[src/hdl/stop_power_pkg.sv]
// Package for the stop-mode power controller: offsets, reset values, types.
// Assumes one 50 MHz clock domain and an 8-bit register port.
package stop_power_pkg;

  localparam int ADDR_W = 4;
  localparam int DATA_W = 8;
  localparam int PARAM_BYTES = 64;

  // Register offsets
  localparam logic [ADDR_W-1:0] OFS_CTRL = 4'h0;
  localparam logic [ADDR_W-1:0] OFS_STOP = 4'h1;
  localparam logic [ADDR_W-1:0] OFS_STATUS = 4'h2;
  localparam logic [ADDR_W-1:0] OFS_PARAM_ADDR = 4'h3;
  localparam logic [ADDR_W-1:0] OFS_PARAM_DATA = 4'h4;

  // Control register bit positions
  localparam int CTRL_LVDSTOP = 0;
  localparam int CTRL_DEEP = 1;
  localparam int CTRL_TEMPEN = 2;
  localparam int CTRL_RFKEEP = 3;
  localparam int CTRL_STOPEN = 4;

  // Status register bit positions
  localparam int STAT_RUN = 0;
  localparam int STAT_DEEP = 1;
  localparam int STAT_REG = 2;
  localparam int STAT_DBG = 3;
  localparam int STAT_ILLEGAL = 4;
  localparam int STAT_DEEPWAKE = 5;

  localparam logic [DATA_W-1:0] CTRL_RESET = 8'h00;
  localparam logic [DATA_W-1:0] UNMAPPED_READ = 8'h00;
  localparam logic [7:0] DBG_STAT_STOPPED = 8'h80;
  localparam logic [7:0] DBG_STAT_OK = 8'h00;

  // Debug commands from the serial link decoder
  typedef enum logic [2:0]
  {
    DCMD_NONE = 3'h0,
    DCMD_RD_STATUS = 3'h1,
    DCMD_WR_CONTROL = 3'h2,
    DCMD_HALT = 3'h3,
    DCMD_MEM_STAT = 3'h4,
    DCMD_ACTIVE = 3'h5
  } dbg_cmd_t;

  typedef struct packed
  {
    dbg_cmd_t cmd;
    logic [7:0] data;
  } dbg_req_t;

  typedef struct packed
  {
    logic ack;
    logic err;
    logic [7:0] data;
  } dbg_rsp_t;

  typedef struct packed
  {
    logic periphClk;
    logic wakeupClk;
    logic lfRxClk;
    logic debugClk;
    logic convClk;
    logic timerClk;
    logic hfOscOn;
    logic midOscOn;
    logic lowOscOn;
    logic regFull;
  } clk_pwr_t;

  typedef struct packed
  {
    logic rfChainOn;
    logic pressCellOn;
    logic accelCellOn;
    logic bandgapOn;
    logic tempRestartOn;
  } analog_pwr_t;

  typedef enum logic [3:0]
  {
    ST_RUN = 4'b0001,
    ST_DEEP = 4'b0010,
    ST_REG = 4'b0100,
    ST_DBG = 4'b1000
  } pwr_state_t;

endpackage : stop_power_pkg

[src/hdl/stop_power_ctrl.sv]
// Stop-mode power controller: stop selection, clock gating, power control.
// Assumes CPU, sensor and RF event inputs share sys_clk; the temperature trip pin is synchronised.
//
// Overview of operation
// - Enter active debug from run only with debug entry enable set.
// - Debug status/control reached only by serial read-status/write-control.
// - Debug logic clock keeps running in stop when debug enabled.
// - Regulator stays in full regulation at stop when debug enabled.
// - Deep stop request with debug enabled becomes regulated stop.
// - Memory-with-status commands in stop do no access, return stopped.
// - Halt command in regulated stop wakes device into active debug if enabled.
// - Active debug state accepts every debug command.
// - Stop halts peripheral clocks except wake-up timer and LF receiver.
// - Deep stop puts general pins to high impedance, buffers off.
// - Wake from deep stop resets module registers; RAM lost.
// - Parameter bank of 64 bytes retained, never touched by reset.
// - Low oscillator and wake-up unit always active.
// - Mid oscillator in stop only during measurement or RF processing.
// - High oscillator halted in every stop mode.
// - Converter runs in regulated stop, reset after deep stop.
// - Timer clock halted in stop, timer reset after deep stop.
// - Regulator standby except regulated stop, chosen by lowvolt or debug.
// - Temperature restart powered in stop when enabled; trip restarts device.
// - RF chain stays powered after send while keep bit set.
// - Pressure and acceleration cells powered only during measurement.
// - Bandgap enabled whenever measurement interface needs it.
//
// The register addresses and the strobed register port were chosen for this implementation.
`timescale 1ns/100ps

module stop_power_ctrl
  import stop_power_pkg::*;
(
  // Clock and reset
  input wire logic sys_clk,
  input wire logic rst,
  // Register port
  input wire logic [ADDR_W-1:0] regAddr,
  input wire logic [DATA_W-1:0] regWrData,
  input wire logic regWrite,
  input wire logic regRead,
  output logic [DATA_W-1:0] regRdData,
  // CPU events
  input wire logic stopExec,
  input wire logic wakeEvent,
  input wire logic goCmd,
  // Debug link, decoded commands
  input wire dbg_req_t dbgReq,
  output dbg_rsp_t dbgRsp,
  // Measurement and RF activity
  input wire logic measureBusy,
  input wire logic pressMeasure,
  input wire logic accelMeasure,
  input wire logic refNeeded,
  input wire logic rfBusy,
  input wire logic rfSendDone,
  input wire logic tempTripPin,
  // General pins
  input wire logic [3:0] gpOut,
  input wire logic [3:0] gpOe,
  input wire logic [3:0] gpPullEn,
  output logic [3:0] gpOutQ,
  output logic [3:0] gpOeQ,
  output logic [3:0] gpPullQ,
  output logic gpInBufEn,
  // Power and clock controls
  output clk_pwr_t clkPwr,
  output analog_pwr_t anaPwr,
  output logic moduleReset,
  output logic restartReq
);

  pwr_state_t state_reg, state_next;
  logic [7:0] ctrl_reg;
  logic debugEnable_reg;
  logic illegalStop_reg;
  logic deepWake_reg;
  logic rfKeep_reg;
  logic [5:0] paramAddr_reg;
  logic [7:0] paramMem [PARAM_BYTES];
  logic tripMeta_reg, tripSync_reg;
  logic inStop;
  logic deepReq;

  assign inStop = (state_reg == ST_DEEP) || (state_reg == ST_REG);
  assign deepReq = ctrl_reg[CTRL_DEEP];

  // Temperature trip pin synchroniser
  always_ff @(posedge sys_clk or posedge rst)
  begin
    if (rst)
    begin
      tripMeta_reg <= 1'b0;
      tripSync_reg <= 1'b0;
    end
    else
    begin
      tripMeta_reg <= tempTripPin;
      tripSync_reg <= tripMeta_reg;
    end
  end

  // Mode selection
  always_comb
  begin
    state_next = state_reg;
    case (state_reg)
      ST_RUN:
      begin
        if (dbgReq.cmd == DCMD_HALT && debugEnable_reg)
          state_next = ST_DBG;
        else if (stopExec && ctrl_reg[CTRL_STOPEN])
        begin
          if (deepReq && !debugEnable_reg && !ctrl_reg[CTRL_LVDSTOP])
            state_next = ST_DEEP;
          else
            state_next = ST_REG;
        end
      end
      ST_DEEP:
      begin
        if (wakeEvent)
          state_next = ST_RUN;
      end
      ST_REG:
      begin
        if (dbgReq.cmd == DCMD_HALT && debugEnable_reg)
          state_next = ST_DBG;
        else if (wakeEvent)
          state_next = ST_RUN;
      end
      ST_DBG:
      begin
        if (goCmd)
          state_next = ST_RUN;
      end
      default: state_next = ST_RUN;
    endcase
  end

  always_ff @(posedge sys_clk or posedge rst)
  begin
    if (rst)
      state_reg <= ST_RUN;
    else if (tripSync_reg && ctrl_reg[CTRL_TEMPEN])
      state_reg <= ST_RUN;
    else
      state_reg <= state_next;
  end

  // Deep wake and stop error flags
  always_ff @(posedge sys_clk or posedge rst)
  begin
    if (rst)
    begin
      deepWake_reg <= 1'b0;
      illegalStop_reg <= 1'b0;
    end
    else
    begin
      deepWake_reg <= (state_reg == ST_DEEP) && (state_next == ST_RUN);
      if (stopExec && state_reg == ST_RUN && !ctrl_reg[CTRL_STOPEN])
        illegalStop_reg <= 1'b1;
      else if (regRead && regAddr == OFS_STATUS)
        illegalStop_reg <= 1'b0;
    end
  end

  assign moduleReset = deepWake_reg;
  assign restartReq = tripSync_reg && ctrl_reg[CTRL_TEMPEN];

  // Control register, reset again after deep wake
  always_ff @(posedge sys_clk or posedge rst)
  begin
    if (rst)
      ctrl_reg <= CTRL_RESET;
    else if (deepWake_reg)
      ctrl_reg <= CTRL_RESET;
    else if (regWrite && regAddr == OFS_STOP)
      ctrl_reg <= regWrData;
  end

  // Debug control only via serial commands
  always_ff @(posedge sys_clk or posedge rst)
  begin
    if (rst)
      debugEnable_reg <= 1'b0;
    else if (dbgReq.cmd == DCMD_WR_CONTROL)
      debugEnable_reg <= dbgReq.data[7];
  end

  // Debug responses
  always_ff @(posedge sys_clk or posedge rst)
  begin
    if (rst)
      dbgRsp <= '0;
    else
    begin
      dbgRsp <= '0;
      case (dbgReq.cmd)
        DCMD_RD_STATUS:
        begin
          dbgRsp.ack <= 1'b1;
          dbgRsp.data <= {debugEnable_reg, 3'h0, state_reg};
        end
        DCMD_MEM_STAT:
        begin
          dbgRsp.ack <= 1'b1;
          dbgRsp.err <= inStop;
          dbgRsp.data <= inStop ? DBG_STAT_STOPPED : DBG_STAT_OK;
        end
        DCMD_ACTIVE:
        begin
          dbgRsp.ack <= (state_reg == ST_DBG);
          dbgRsp.err <= (state_reg != ST_DBG);
        end
        DCMD_WR_CONTROL, DCMD_HALT: dbgRsp.ack <= 1'b1;
        default: dbgRsp <= '0;
      endcase
    end
  end

  always_ff @(posedge sys_clk or posedge rst)
  begin
    if (rst)
      rfKeep_reg <= 1'b0;
    else if (rfSendDone)
      rfKeep_reg <= ctrl_reg[CTRL_RFKEEP];
    else if (!ctrl_reg[CTRL_RFKEEP])
      rfKeep_reg <= 1'b0;
  end

  always_ff @(posedge sys_clk)
  begin
    if (regWrite && regAddr == OFS_PARAM_DATA)
      paramMem[paramAddr_reg] <= regWrData;
  end

  always_ff @(posedge sys_clk or posedge rst)
  begin
    if (rst)
      paramAddr_reg <= 6'h00;
    else if (regWrite && regAddr == OFS_PARAM_ADDR)
      paramAddr_reg <= regWrData[5:0];
  end

  // Register read port
  always_ff @(posedge sys_clk or posedge rst)
  begin
    if (rst)
      regRdData <= UNMAPPED_READ;
    else if (regRead)
    begin
      case (regAddr)
        OFS_STOP: regRdData <= ctrl_reg;
        OFS_STATUS: regRdData <= {2'b00, deepWake_reg, illegalStop_reg, state_reg};
        OFS_PARAM_ADDR: regRdData <= {2'b00, paramAddr_reg};
        OFS_PARAM_DATA: regRdData <= paramMem[paramAddr_reg];
        default: regRdData <= UNMAPPED_READ;
      endcase
    end
    else
      regRdData <= UNMAPPED_READ;
  end

  always_ff @(posedge sys_clk or posedge rst)
  begin
    if (rst)
    begin
      gpOutQ <= 4'h0;
      gpOeQ <= 4'h0;
      gpPullQ <= 4'h0;
      gpInBufEn <= 1'b0;
    end
    else if (state_reg == ST_DEEP || deepWake_reg)
    begin
      gpOutQ <= 4'h0;
      gpOeQ <= 4'h0;
      gpPullQ <= 4'h0;
      gpInBufEn <= 1'b0;
    end
    else if (!inStop)
    begin
      gpOutQ <= gpOut;
      gpOeQ <= gpOe;
      gpPullQ <= gpPullEn;
      gpInBufEn <= 1'b1;
    end
  end

  // Clock and power controls
  always_comb
  begin
    clkPwr.periphClk = !inStop;
    clkPwr.wakeupClk = 1'b1;
    clkPwr.lfRxClk = 1'b1;
    clkPwr.lowOscOn = 1'b1;
    clkPwr.debugClk = !inStop || debugEnable_reg;
    clkPwr.convClk = (state_reg != ST_DEEP) && !deepWake_reg;
    clkPwr.timerClk = !inStop && !deepWake_reg;
    clkPwr.hfOscOn = !inStop;
    clkPwr.midOscOn = !inStop || measureBusy || rfBusy;
    clkPwr.regFull = (state_reg != ST_DEEP);
    anaPwr.rfChainOn = rfBusy || rfKeep_reg;
    anaPwr.pressCellOn = pressMeasure;
    anaPwr.accelCellOn = accelMeasure;
    anaPwr.bandgapOn = refNeeded;
    anaPwr.tempRestartOn = !inStop || ctrl_reg[CTRL_TEMPEN];
  end

  // Assertions
  // Debug blocks deep stop
  AST_NO_DEEP_DBG: assert property (@(posedge sys_clk) disable iff (rst)
    (state_reg == ST_RUN && stopExec && debugEnable_reg && ctrl_reg[CTRL_STOPEN]
     && dbgReq.cmd != DCMD_HALT && !restartReq) |=> state_reg == ST_REG)
    else $error("deep stop entered with debug enabled");
  AST_DBG_GATE: assert property (@(posedge sys_clk) disable iff (rst)
    (state_reg == ST_RUN && !debugEnable_reg) |=> state_reg != ST_DBG)
    else $error("debug entered while disabled");
  AST_MEM_ERR: assert property (@(posedge sys_clk) disable iff (rst)
    (dbgReq.cmd == DCMD_MEM_STAT && inStop) |=> dbgRsp.err && dbgRsp.data == DBG_STAT_STOPPED)
    else $error("memory status command not refused in stop");
  AST_PERIPH_OFF: assert property (@(posedge sys_clk) disable iff (rst)
    inStop |-> !clkPwr.periphClk && clkPwr.wakeupClk && clkPwr.lfRxClk)
    else $error("peripheral clock running in stop");
  AST_DBG_CLK: assert property (@(posedge sys_clk) disable iff (rst)
    (inStop && debugEnable_reg) |-> clkPwr.debugClk && clkPwr.regFull)
    else $error("debug clock stopped in stop");
  AST_PIN_HIZ: assert property (@(posedge sys_clk) disable iff (rst)
    (state_reg == ST_DEEP) |=> gpOeQ == 4'h0 && gpPullQ == 4'h0 && !gpInBufEn)
    else $error("pins driven in deep stop");
  AST_HFO_OFF: assert property (@(posedge sys_clk) disable iff (rst)
    inStop |-> !clkPwr.hfOscOn && !clkPwr.timerClk)
    else $error("high oscillator running in stop");
  AST_DEEP_WAKE: assert property (@(posedge sys_clk) disable iff (rst)
    (state_reg == ST_DEEP && wakeEvent && !restartReq) |=> moduleReset ##1 ctrl_reg == CTRL_RESET)
    else $error("no module reset after deep wake");
  AST_MFO: assert property (@(posedge sys_clk) disable iff (rst)
    (inStop && !measureBusy && !rfBusy) |-> !clkPwr.midOscOn)
    else $error("mid oscillator on without demand");

  COV_DEEP: cover property (@(posedge sys_clk) disable iff (rst) state_reg == ST_DEEP);
  COV_REG_DBG: cover property (@(posedge sys_clk) disable iff (rst)
    state_reg == ST_REG ##1 state_reg == ST_DBG);
  COV_MEM_ERR: cover property (@(posedge sys_clk) disable iff (rst) dbgRsp.err);
  COV_RESTART: cover property (@(posedge sys_clk) disable iff (rst) restartReq);

endmodule : stop_power_ctrl

[config.mk]
export PLATFORM = sky130hd
export DESIGN_NAME = stop_power_ctrl
export DESIGN_NICKNAME = d
export VERILOG_FILES = /design/src/hdl/stop_power_pkg.sv /design/src/hdl/stop_power_ctrl.sv
export SDC_FILE = /design/constraint.sdc
export NUM_CORES = 1
export LEC_CHECK = 0
export ABC_AREA = 1
export BUFFER_PORTS_ARGS = -buffer_cell sky130_fd_sc_hd__buf_2
export CORE_MARGIN = 5
export CORE_UTILIZATION = 50
export CTS_BUF_LIST = sky130_fd_sc_hd__clkbuf_4
export DETAILED_ROUTE_END_ITERATION = 16
export PLACE_DENSITY_LB_ADDON = 0.15
export RECOVER_POWER = 50
export SKIP_CTS_REPAIR_TIMING = 1
export SYNTH_ARGS = -nofsm -noshare
export SYNTH_HDL_FRONTEND = slang
export SYNTH_SLANG_ARGS = --single-unit
[constraint.sdc]
create_clock -name sys_clk -period 6.3 [get_ports sys_clk]
set_clock_uncertainty 0.05 [all_clocks]
set_input_delay 0.63 -clock sys_clk [delete_from_list [all_inputs] [get_ports sys_clk]]
set_output_delay 0.63 -clock sys_clk [all_outputs]
set_load 0.005 [all_outputs]
==> results of run 1 <==
==> cells in the mapped netlist <==
master and instances:
nand4_1 1, nand2_2 1, inv_1 518, o22ai_1 11, dfrtp_1 51, conb_1 2, nor3_1 9, clkbuf_1 15
clkinv_1 1, buf_2 58, nor4_4 1, inv_2 3, dfstp_2 1, nor3_2 7, o211ai_1 8, edfxtp_1 512
buf_4 25, o21ai_1 25, nand3_1 259, o21ai_0 54, or2_2 33, nor2_1 116, a221oi_1 2, o21a_1 1
nor2_4 1, a22o_1 12, nand2_1 671, a21oi_1 17, o2111ai_1 1
==> final timing paths <==
kind / start / endpoint / slack [ns] / depth (start not counted)
max: paramAddr_reg[0]$_DFFE_PP0P_ / regRdData[1]$_DFF_PP0_ / 2.21 / 12
min: regWrite / ctrl_reg[1]$_DFFE_PP0P_ / 0.08 / 3
max reg2reg: paramAddr_reg[0]$_DFFE_PP0P_ / regRdData[1]$_DFF_PP0_ / 2.21 / 12
min reg2reg: tripMeta_reg$_DFF_PP0_ / tripSync_reg$_DFF_PP0_ / 0.31 / 0
max in group asynchronous: rst / paramAddr_reg[0]$_DFFE_PP0P_ / 4.03 / 3
min in group asynchronous: rst / gpOutQ[2]$_DFFE_PP0P_ / 0.80 / 3
==> routing by layer <==
metal | GRT usage (%) | wire, um | vias to the layer above
met1 | 28.8 | 25200 | 7642
met5 | 0 | 0 | -
met2 | 34.4 | 27200 | 536
li1 | - | - | 8123
met4 | 8.94 | 1710 | 0
met3 | 5.55 | 3830 | 108
==> power breakdown <==
group | switching [W] | internal [W]
logic | 0.000882 | 0.000319
registers | 0.0000616 | 0.00414
clock network | 0.00146 | 0.00185
==> through the flow <==
stage / worst slack (ns) / total power, W
detailed placement: 2.41 / 0.00546
floorplan: 3.93 / 0.00503
global route: 2.04 / 0.00916
finish: 2.21 / 0.00871
global placement: 2.43 / 0.00544
CTS: 2.42 / 0.00878
==> cell type report <==
cell class,count,share of cell area (%)
well taps,664,3.01
diodes,6,0.0543
clock buffers,209,5.68
clock inverters,45,1.43
multi-input cells,1236,19.6
flip-flops and latches,564,60.3
inverters,522,7.11
repair buffers,121,2.82
==> logic make-up after synthesis <==
logic type / Yosys count
AND/OR/NAND/NOR: 1099
buffers and inverters: 620
flip-flops: 564
AO/OA/AOI/OAI: 131
other: 2
==> tightest hold or removal path, cell delays in order <==
cell,delay [ns]
buf_2,0.12
nand3_1,0.20
o22ai_1,0.11
==> results_dict.tcl, run 1 <==
set metrics [dict create \
    timing.setup.tns_ns 0 \
    max-vdd-ir-drop_mv 0.168 \
    area_delta_synth_final_pct 12.6 \
    placed_cell_area_um2 25400 \
    setup_viol_count_final 0 \
    coreArea_um2 48700 \
    critPathCaptureType "flop" \
    crit_arrival_ns 4.89 \
    vias 16409 \
    portBuffers 77 \
    h-tree-depth 4 \
    p_per_area_nw_per_um2 315 \
    synth-seq-cells 564 \
    ys_top_cells_by_area "edfxtp_1 (63%), nand2_1 (10%), inv_1 (7.9%)" \
    relSlewSlack_pct -166 \
    violations "capacitance limit, slew limit" \
    drc 0 \
    crit_chain "inv_6 > buf_12 > nand2_1 > nand3_1 > nand2_1 > o21ai_0 > nand2_1 > nor2_1 > nand2_1 > nand2_1 > a21oi_1 > dlygate4sd3_1" \
    worst_pin_slew_ns 4.00 \
    crit_required_ns 7.10 \
    drt-pass1-iter-count 5 \
    synth.area.mux_share_pct 0 \
    largest_reg_flops 512 \
    layout.cells.most_common "nand2_1" \
    fillers 4183 \
    clock.fmax_mhz 244 \
    start_kind "flop" \
    hold_path_class "primary input to flop" \
    synth-simple-area-share_pct 18.8 \
    finalMaxSlewViolations 581 \
    placed_cells 3079 \
    grt_max_degree 174 \
    layout-drive-gt1-share_pct 13.3 \
    grt_pass1_wl_mm 88.0 \
    gp_congestion 0.840 \
    yosysTopAreaCell "edfxtp_1" \
    grt_pass1_vias 15828 \
    criticalPathCategory "flop to flop" \
    grt_use_total_pct 21.7 \
    multi_input_area_um2 5410 \
    wl_per_cell_um 17.2 \
    cp_max_fo 120 \
    synth_cell_types 29 \
    synth_compound_area_share_pct 3.05 \
    final_nets 2641 \
    syn_area_um2 24500 \
    crit_top_cell "nand2_1" \
    final-hold-violation-count 0 \
    die_y_um 232 \
    path_clk_slew_ns 0.07 \
    yosysSeqAreaShare_pct 67.9 \
    cts-buffers-inserted 147 \
    synthXorXnorAreaFrac_pct 0 \
    critPathSlowestCell "inv_6" \
    yosys_warnings 0 \
    antenna_found_initial 2 \
    cts.path.max_buffers 3 \
    dieArea_um2 53600 \
    cts_sinks 564 \
    final_util_pct 56.7 \
    rsz0062_at_grt "no" \
    timing.final.crit_share_pct 64.9 \
    tritoncts "yes" \
    stdcell_count 3367 \
    period_needed_ns 4.09 \
    initial_core_util_pct 50.3 \
    die_x_um 232 \
    hold_slack_ns 0.0835 \
    power.leakage_nw 12.3 \
    outcome "finished, violations left" \
    gr-total-overflow 0 \
    dp.final_hpwl_mm 31.9 \
    insertion_delay_ns 1.00 \
    path_buf_inv 3 \
    mostFrequentLayoutCells "nand2_1 (671), inv_1 (517), edfxtp_1 (512), nand3_1 (259), clkbuf_4 (209)" \
    synthCells 2416 \
    boundaryPins 97 \
    synth_top_area_share_pct 62.6 \
    ant_nets 0 \
    crit_family "buffers and inverters" \
    regArea_um2 16700 \
    drt_wl_total_mm 58.0 \
    drt_iter0_drc 1316 \
    root_buffer "clkbuf_4" \
    synth_top_family_by_area "simple AND/OR/NAND/NOR gates" \
    vias_per_cell 4.87 \
    rows 81 \
    synth-adder-area-share_pct 0 \
    cap_violations 9 \
    final_area_um2 27600 \
    syn_area_per_cell_um2 10.2 \
    slowest_delay_ns 0.78 \
]
(Power assumes the default switching activity.)
==> inputs of run 2 (changes only) <==
Clock period 6.3 ns to 3.9 ns, I/O delays scaled along.
==> run 2 against run 1 <==
Effect of this change: critical path depth unchanged; highest routed layer unchanged; fmax up 16%; die area unchanged; cell area up 2.0%; critical path type unchanged; largest cell class unchanged; the flow finishes with violations (hold timing, capacitance limit, slew limit).
==> results_dict.tcl, run 2 (same netlist as run 1, synthesis figures left out) <==
set metrics [dict create \
    fin_ws_ns 0.378 \
    grt_max_degree 112 \
    critPathCaptureType "flop" \
    setup_viol_count_final 0 \
    mostFrequentLayoutCells "nand2_1 (671), inv_1 (517), edfxtp_1 (512), nand3_1 (259), clkbuf_4 (222)" \
    worst_pin_slew_ns 3.65 \
    cap_violations 8 \
    hold_path_class "primary input to flop" \
    cts.path.max_buffers 3 \
    r2r_cells 12 \
    initial_core_util_pct 50.3 \
    drt_iter0_drc 1336 \
    insertion_delay_ns 0.97 \
    p_per_area_nw_per_um2 486 \
    vias_per_cell 4.91 \
    hold_slack_ns -0.00719 \
    tritoncts "yes" \
    relSlewSlack_pct -143 \
    dp.final_hpwl_mm 35.1 \
    wl_per_cell_um 17.3 \
    final-hold-violation-count 1 \
    finalMaxSlewViolations 380 \
    path_clk_slew_ns 0.06 \
    ant_nets 0 \
    path_buf_inv 3 \
    crit_chain "inv_6 > buf_4 > nand2_1 > nand3_1 > nand2_1 > o21ai_0 > nand2_1 > nor2_1 > nand2_1 > nand2_1 > a21oi_1 > dlygate4sd3_1" \
    post-place-ws_ns 0.800 \
    r2r_slack_ns 0.38 \
    root_buffer "clkbuf_4" \
    clock.fmax_mhz 284 \
    drt-pass1-iter-count 5 \
    period_needed_ns 3.52 \
    coreArea_um2 48700 \
    outcome "finished, violations left" \
    layout.cells.most_common "nand2_1" \
    cp-startpoint "paramAddr_reg[0]$_DFFE_PP0P_" \
    cp_num_cells 12 \
    area_delta_synth_final_pct 14.9 \
    crit_arrival_ns 4.29 \
    critPathSlowestCell "dfrtp_4" \
    crit_top_cell "nand2_1" \
    antenna_found_initial 1 \
    start_kind "flop" \
    grt_pass1_vias 16592 \
    final_nets 2737 \
    portBuffers 77 \
    crit_family "buffers and inverters" \
    violations "hold timing, capacitance limit, slew limit" \
    die_x_um 232 \
    rows 81 \
    grt_use_total_pct 22.4 \
    r2r-end "regRdData[1]$_DFF_PP0_" \
    boundaryPins 97 \
    drc 0 \
    slowest_delay_ns 0.63 \
    h-tree-depth 4 \
    gp_congestion 0.865 \
    criticalPathCategory "flop to flop" \
    dieArea_um2 53600 \
    layout-drive-gt1-share_pct 15.7 \
    largest_reg_flops 512 \
    timing.setup.tns_ns 0 \
    max-vdd-ir-drop_mv 0.286 \
    rsz0062_at_grt "no" \
    timing.final.crit_share_pct 90.3 \
    cts-buffers-inserted 147 \
    power.leakage_nw 12.8 \
    reg2reg_from "paramAddr_reg[0]$_DFFE_PP0P_" \
    grt_pass1_wl_mm 91.3 \
    die_y_um 232 \
    crit_required_ns 4.67 \
    vias 16972 \
    critPathCapture "regRdData[1]$_DFF_PP0_" \
    cp_max_fo 84 \
    gr-total-overflow 0 \
    cts_sinks 564 \
    drt_wl_total_mm 59.8 \
]
==> run 2: cell count changes in the layout (fill, tap and decap cells not counted), moves of 4 or more <==
cell / delta
bufinv_16: -7
dlygate4sd3_1: +13
clkbuf_1: +6
clkinvlp_4: -4
buf_4: +81
buf_2: -5
clkbuf_4: +13
clkinv_1: -6
diode_2: -5
==> run 2: per-layer routing <==
metal	global-route usage, %	vias to the layer above	part of all wire [%]
li1	-	8305	-
met1	30.3	8036	44
met2	35.6	539	48
met3	5.24	92	6.4
met4	8.27	0	2.2
met5	0	-	0
==> run 2: worst min path at each step <==
| stage | startpoint | to | slack (ns) | cells past startpoint |
|---|---|---|---|---|
| after floorplan | tripMeta_reg$_DFF_PP0_ | tripSync_reg$_DFF_PP0_ | 0.28 | 0 |
| after global placement | tripMeta_reg$_DFF_PP0_ | tripSync_reg$_DFF_PP0_ | 0.29 | 0 |
| after detailed placement | tripMeta_reg$_DFF_PP0_ | tripSync_reg$_DFF_PP0_ | 0.29 | 0 |
| after CTS | tempTripPin | tripMeta_reg$_DFF_PP0_ | -0.59 | 1 |
| after global routing | regAddr[2] | regRdData[3]$_DFF_PP0_ | 0.02 | 6 |
| final | regAddr[2] | regRdData[3]$_DFF_PP0_ | -0.007 | 6 |
==> run 2: cell type report <==
class | instances | area (um^2)
repair buffers | 217 | 1520
flip-flops and latches | 564 | 16700
multi-input cells | 1236 | 5410
well taps | 664 | 831
clock buffers | 222 | 1670
clock inverters | 28 | 134
diodes | 1 | 2.50
inverters | 522 | 1960
fillers | 4174 | 20500
==> run 2: metrics by stage <==
step           cell area [um^2]  power, W  utilization (%)  instances
4_1_cts                   27800    0.0138             57.1       3412
3_5_place_dp              26000   0.00884             53.4       3162
2_1_floorplan             24600   0.00813                -       2420
5_1_grt                   28200    0.0144             57.9       3454
6_report                  28200    0.0137             57.9       3454
3_3_place_gp              26000   0.00881             53.4       3162
==> run 2: power by group <==
group	switching [W]	leakage (nW)	internal, W
clock	0.00232	1.09	0.00264
combinational	0.00146	6.43	0.000547
sequential	0.0000845	5.25	0.00667
==> run 2: worst reg2reg max path, cell delays in order, from the launching register on <==
cell           delay [ns]
dfrtp_4              0.63
inv_6                0.59
buf_4                0.43
nand2_1              0.08
nand3_1              0.08
nand2_1              0.09
o21ai_0              0.39
nand2_1              0.15
nor2_1               0.16
nand2_1              0.08
nand2_1              0.06
a21oi_1              0.06
dlygate4sd3_1        0.56
==> inputs of run 3 (changes only) <==
Settings changed: SETUP_SLACK_MARGIN set to 0.5.
==> run 3 against run 2 <==
Effect of this change: the run still ends with hold timing, capacitance limit, slew limit left; sequential share of layout area unchanged; global-route usage unchanged; clock power about the same; power about the same; sequential power about the same; count of clock-buffer cells in the layout unchanged; cell area unchanged; register-to-register slack improved by 0.46 ns; first-iteration DRC count decreased by 1.3%; largest power group unchanged.
==> results_dict.tcl, run 3 (same netlist as run 1, synthesis figures left out) <==
set metrics [dict create \
    outcome "finished, violations left" \
    violations "hold timing, capacitance limit, slew limit" \
    criticalPathCategory "flop to primary output" \
    root_buffer "clkbuf_4" \
    top_usage_layer "met2" \
    slowest_delay_ns 0.53 \
    relSlewSlack_pct -146 \
    vias 16940 \
    p_per_area_nw_per_um2 487 \
    largest_reg_flops 512 \
    r2r_cells 11 \
    period_needed_ns 3.22 \
    vias_per_cell 4.90 \
    finalMaxSlewViolations 380 \
    final_nets 2736 \
    wl_per_cell_um 17.3 \
    drc 0 \
    hold_path_class "primary input to flop" \
    setup_viol_count_final 0 \
    hold_slack_ns -0.00655 \
    met2_usage_pct 35.6 \
    dp.final_hpwl_mm 35.1 \
    dieArea_um2 53600 \
    hold_start "regAddr[2]" \
    rsz0062_at_grt "no" \
    total_power_w 0.0137 \
    gr-total-overflow 0 \
    reg2reg_from "paramAddr_reg[0]$_DFFE_PP0P_" \
    grt_pass1_wl_mm 91.3 \
    h-tree-depth 4 \
    cap_violations 8 \
    drt-pass1-iter-count 5 \
    crit_arrival_ns 2.78 \
    drt_iter0_drc 1318 \
    cp_max_fo 6 \
    final-hold-violation-count 1 \
    grtUsageMet1_pct 30.3 \
    grt_max_degree 112 \
    path_clk_slew_ns 0.06 \
    cts.path.max_buffers 3 \
    drt_wl_total_mm 59.8 \
    worst_pin_slew_ns 3.68 \
    antenna_found_initial 1 \
    use_met3_pct 5.24 \
    die_x_um 232 \
    max-vdd-ir-drop_mv 0.286 \
    r2r_slack_ns 0.84 \
    coreArea_um2 48700 \
    timing.setup.tns_ns 0 \
    gp_congestion 0.865 \
    cts-buffers-inserted 147 \
    boundaryPins 97 \
    layout.cells.most_common "nand2_1" \
    rows 81 \
    start_kind "flop" \
    tritoncts "yes" \
    area_delta_synth_final_pct 14.9 \
    mostFrequentLayoutCells "nand2_1 (671), inv_1 (517), edfxtp_1 (512), nand3_1 (259), clkbuf_4 (222)" \
    critPathSlowestCell "nor3_1" \
    path_buf_inv 3 \
    grt_use_total_pct 22.4 \
    min_path_cells 6 \
    ant_nets 0 \
    clock.fmax_mhz 311 \
    crit_family "simple AND/OR/NAND/NOR gates" \
    portBuffers 77 \
    power.leakage_nw 12.8 \
    final_area_um2 28200 \
    r2r-end "regRdData[2]$_DFF_PP0_" \
    grt_pass1_vias 16592 \
    min_to "regRdData[3]$_DFF_PP0_" \
    crit_required_ns 3.46 \
    insertion_delay_ns 0.97 \
    die_y_um 232 \
    timing.final.crit_share_pct 82.5 \
    layout-drive-gt1-share_pct 15.7 \
    final_util_pct 57.9 \
    placed_cell_area_um2 26000 \
    fillers 4172 \
    critPathCaptureType "primary output" \
    crit_chain "inv_1 > nand2_1 > nor3_1 > nor2_1 > inv_1 > nand2_1 > buf_2" \
    cts_sinks 564 \
    initial_core_util_pct 50.3 \
]
-- run 3: cell count changes in the layout (fill, tap and decap cells not counted) --
cell,before,now
diode_2,1,2
dlygate4sd3_1,41,40
nor2_1,113,112
nor2_4,4,5
-- run 3: area by class of cell --
class / count / area, um^2 / share of cell area, %
multi-input cells: 1236 / 5420 / 19.2
inverters: 522 / 1960 / 6.96
well taps: 664 / 831 / 2.95
diodes: 2 / 5.00 / 0.0177
repair buffers: 216 / 1510 / 5.35
flip-flops and latches: 564 / 16700 / 59.1
clock inverters: 28 / 134 / 0.475
clock buffers: 222 / 1670 / 5.91
-- run 3: metrics by stage --
step | instances | setup slack, ns
finish | 3454 | 0.684
global route | 3453 | 0.502
CTS | 3412 | 0.390
detailed placement | 3162 | 0.800
global placement | 3162 | 0.842
floorplan | 2420 | 1.77
-- run 3: metal layers --
| layer | wire length, um | up-vias |
|---|---|---|
| met5 | 0 | - |
| met1 | 25900 | 8027 |
| met4 | 1320 | 0 |
| li1 | - | 8299 |
| met2 | 28600 | 526 |
| met3 | 3960 | 88 |
-- run 3: worst max path at each step --
stage,start,end,depth (start not counted)
floorplan,regAddr[0],paramMem[11][0]$_DFFE_PP_,5
global placement,paramAddr_reg[0]$_DFFE_PP0P_,regRdData[4]$_DFF_PP0_,11
detailed placement,paramAddr_reg[0]$_DFFE_PP0P_,regRdData[4]$_DFF_PP0_,11
CTS,state_reg[0]$_DFF_PP1_,clkPwr[4],7
global route,state_reg[1]$_DFF_PP0_,anaPwr[0],7
finish,state_reg[0]$_DFF_PP1_,anaPwr[0],7
-- run 3: power breakdown --
group / internal [W] / switching (W) / total (W) / leakage, nW
Sequential: 0.00667 / 0.0000834 / 0.00676 / 5.25
Combinational: 0.000547 / 0.00146 / 0.00201 / 6.43
Clock: 0.00264 / 0.00232 / 0.00496 / 1.09
Total: 0.00986 / 0.00387 / 0.0137 / 12.8
-- run 3: worst reg2reg max path, delay by kind of cell, from the launching register on --
family / cells / cell delay [ns]
buffers and inverters: 2 / 1.02
AND/OR/NAND/NOR: 7 / 0.76
flip-flops: 1 / 0.63
AO/OA/AOI/OAI: 2 / 0.50
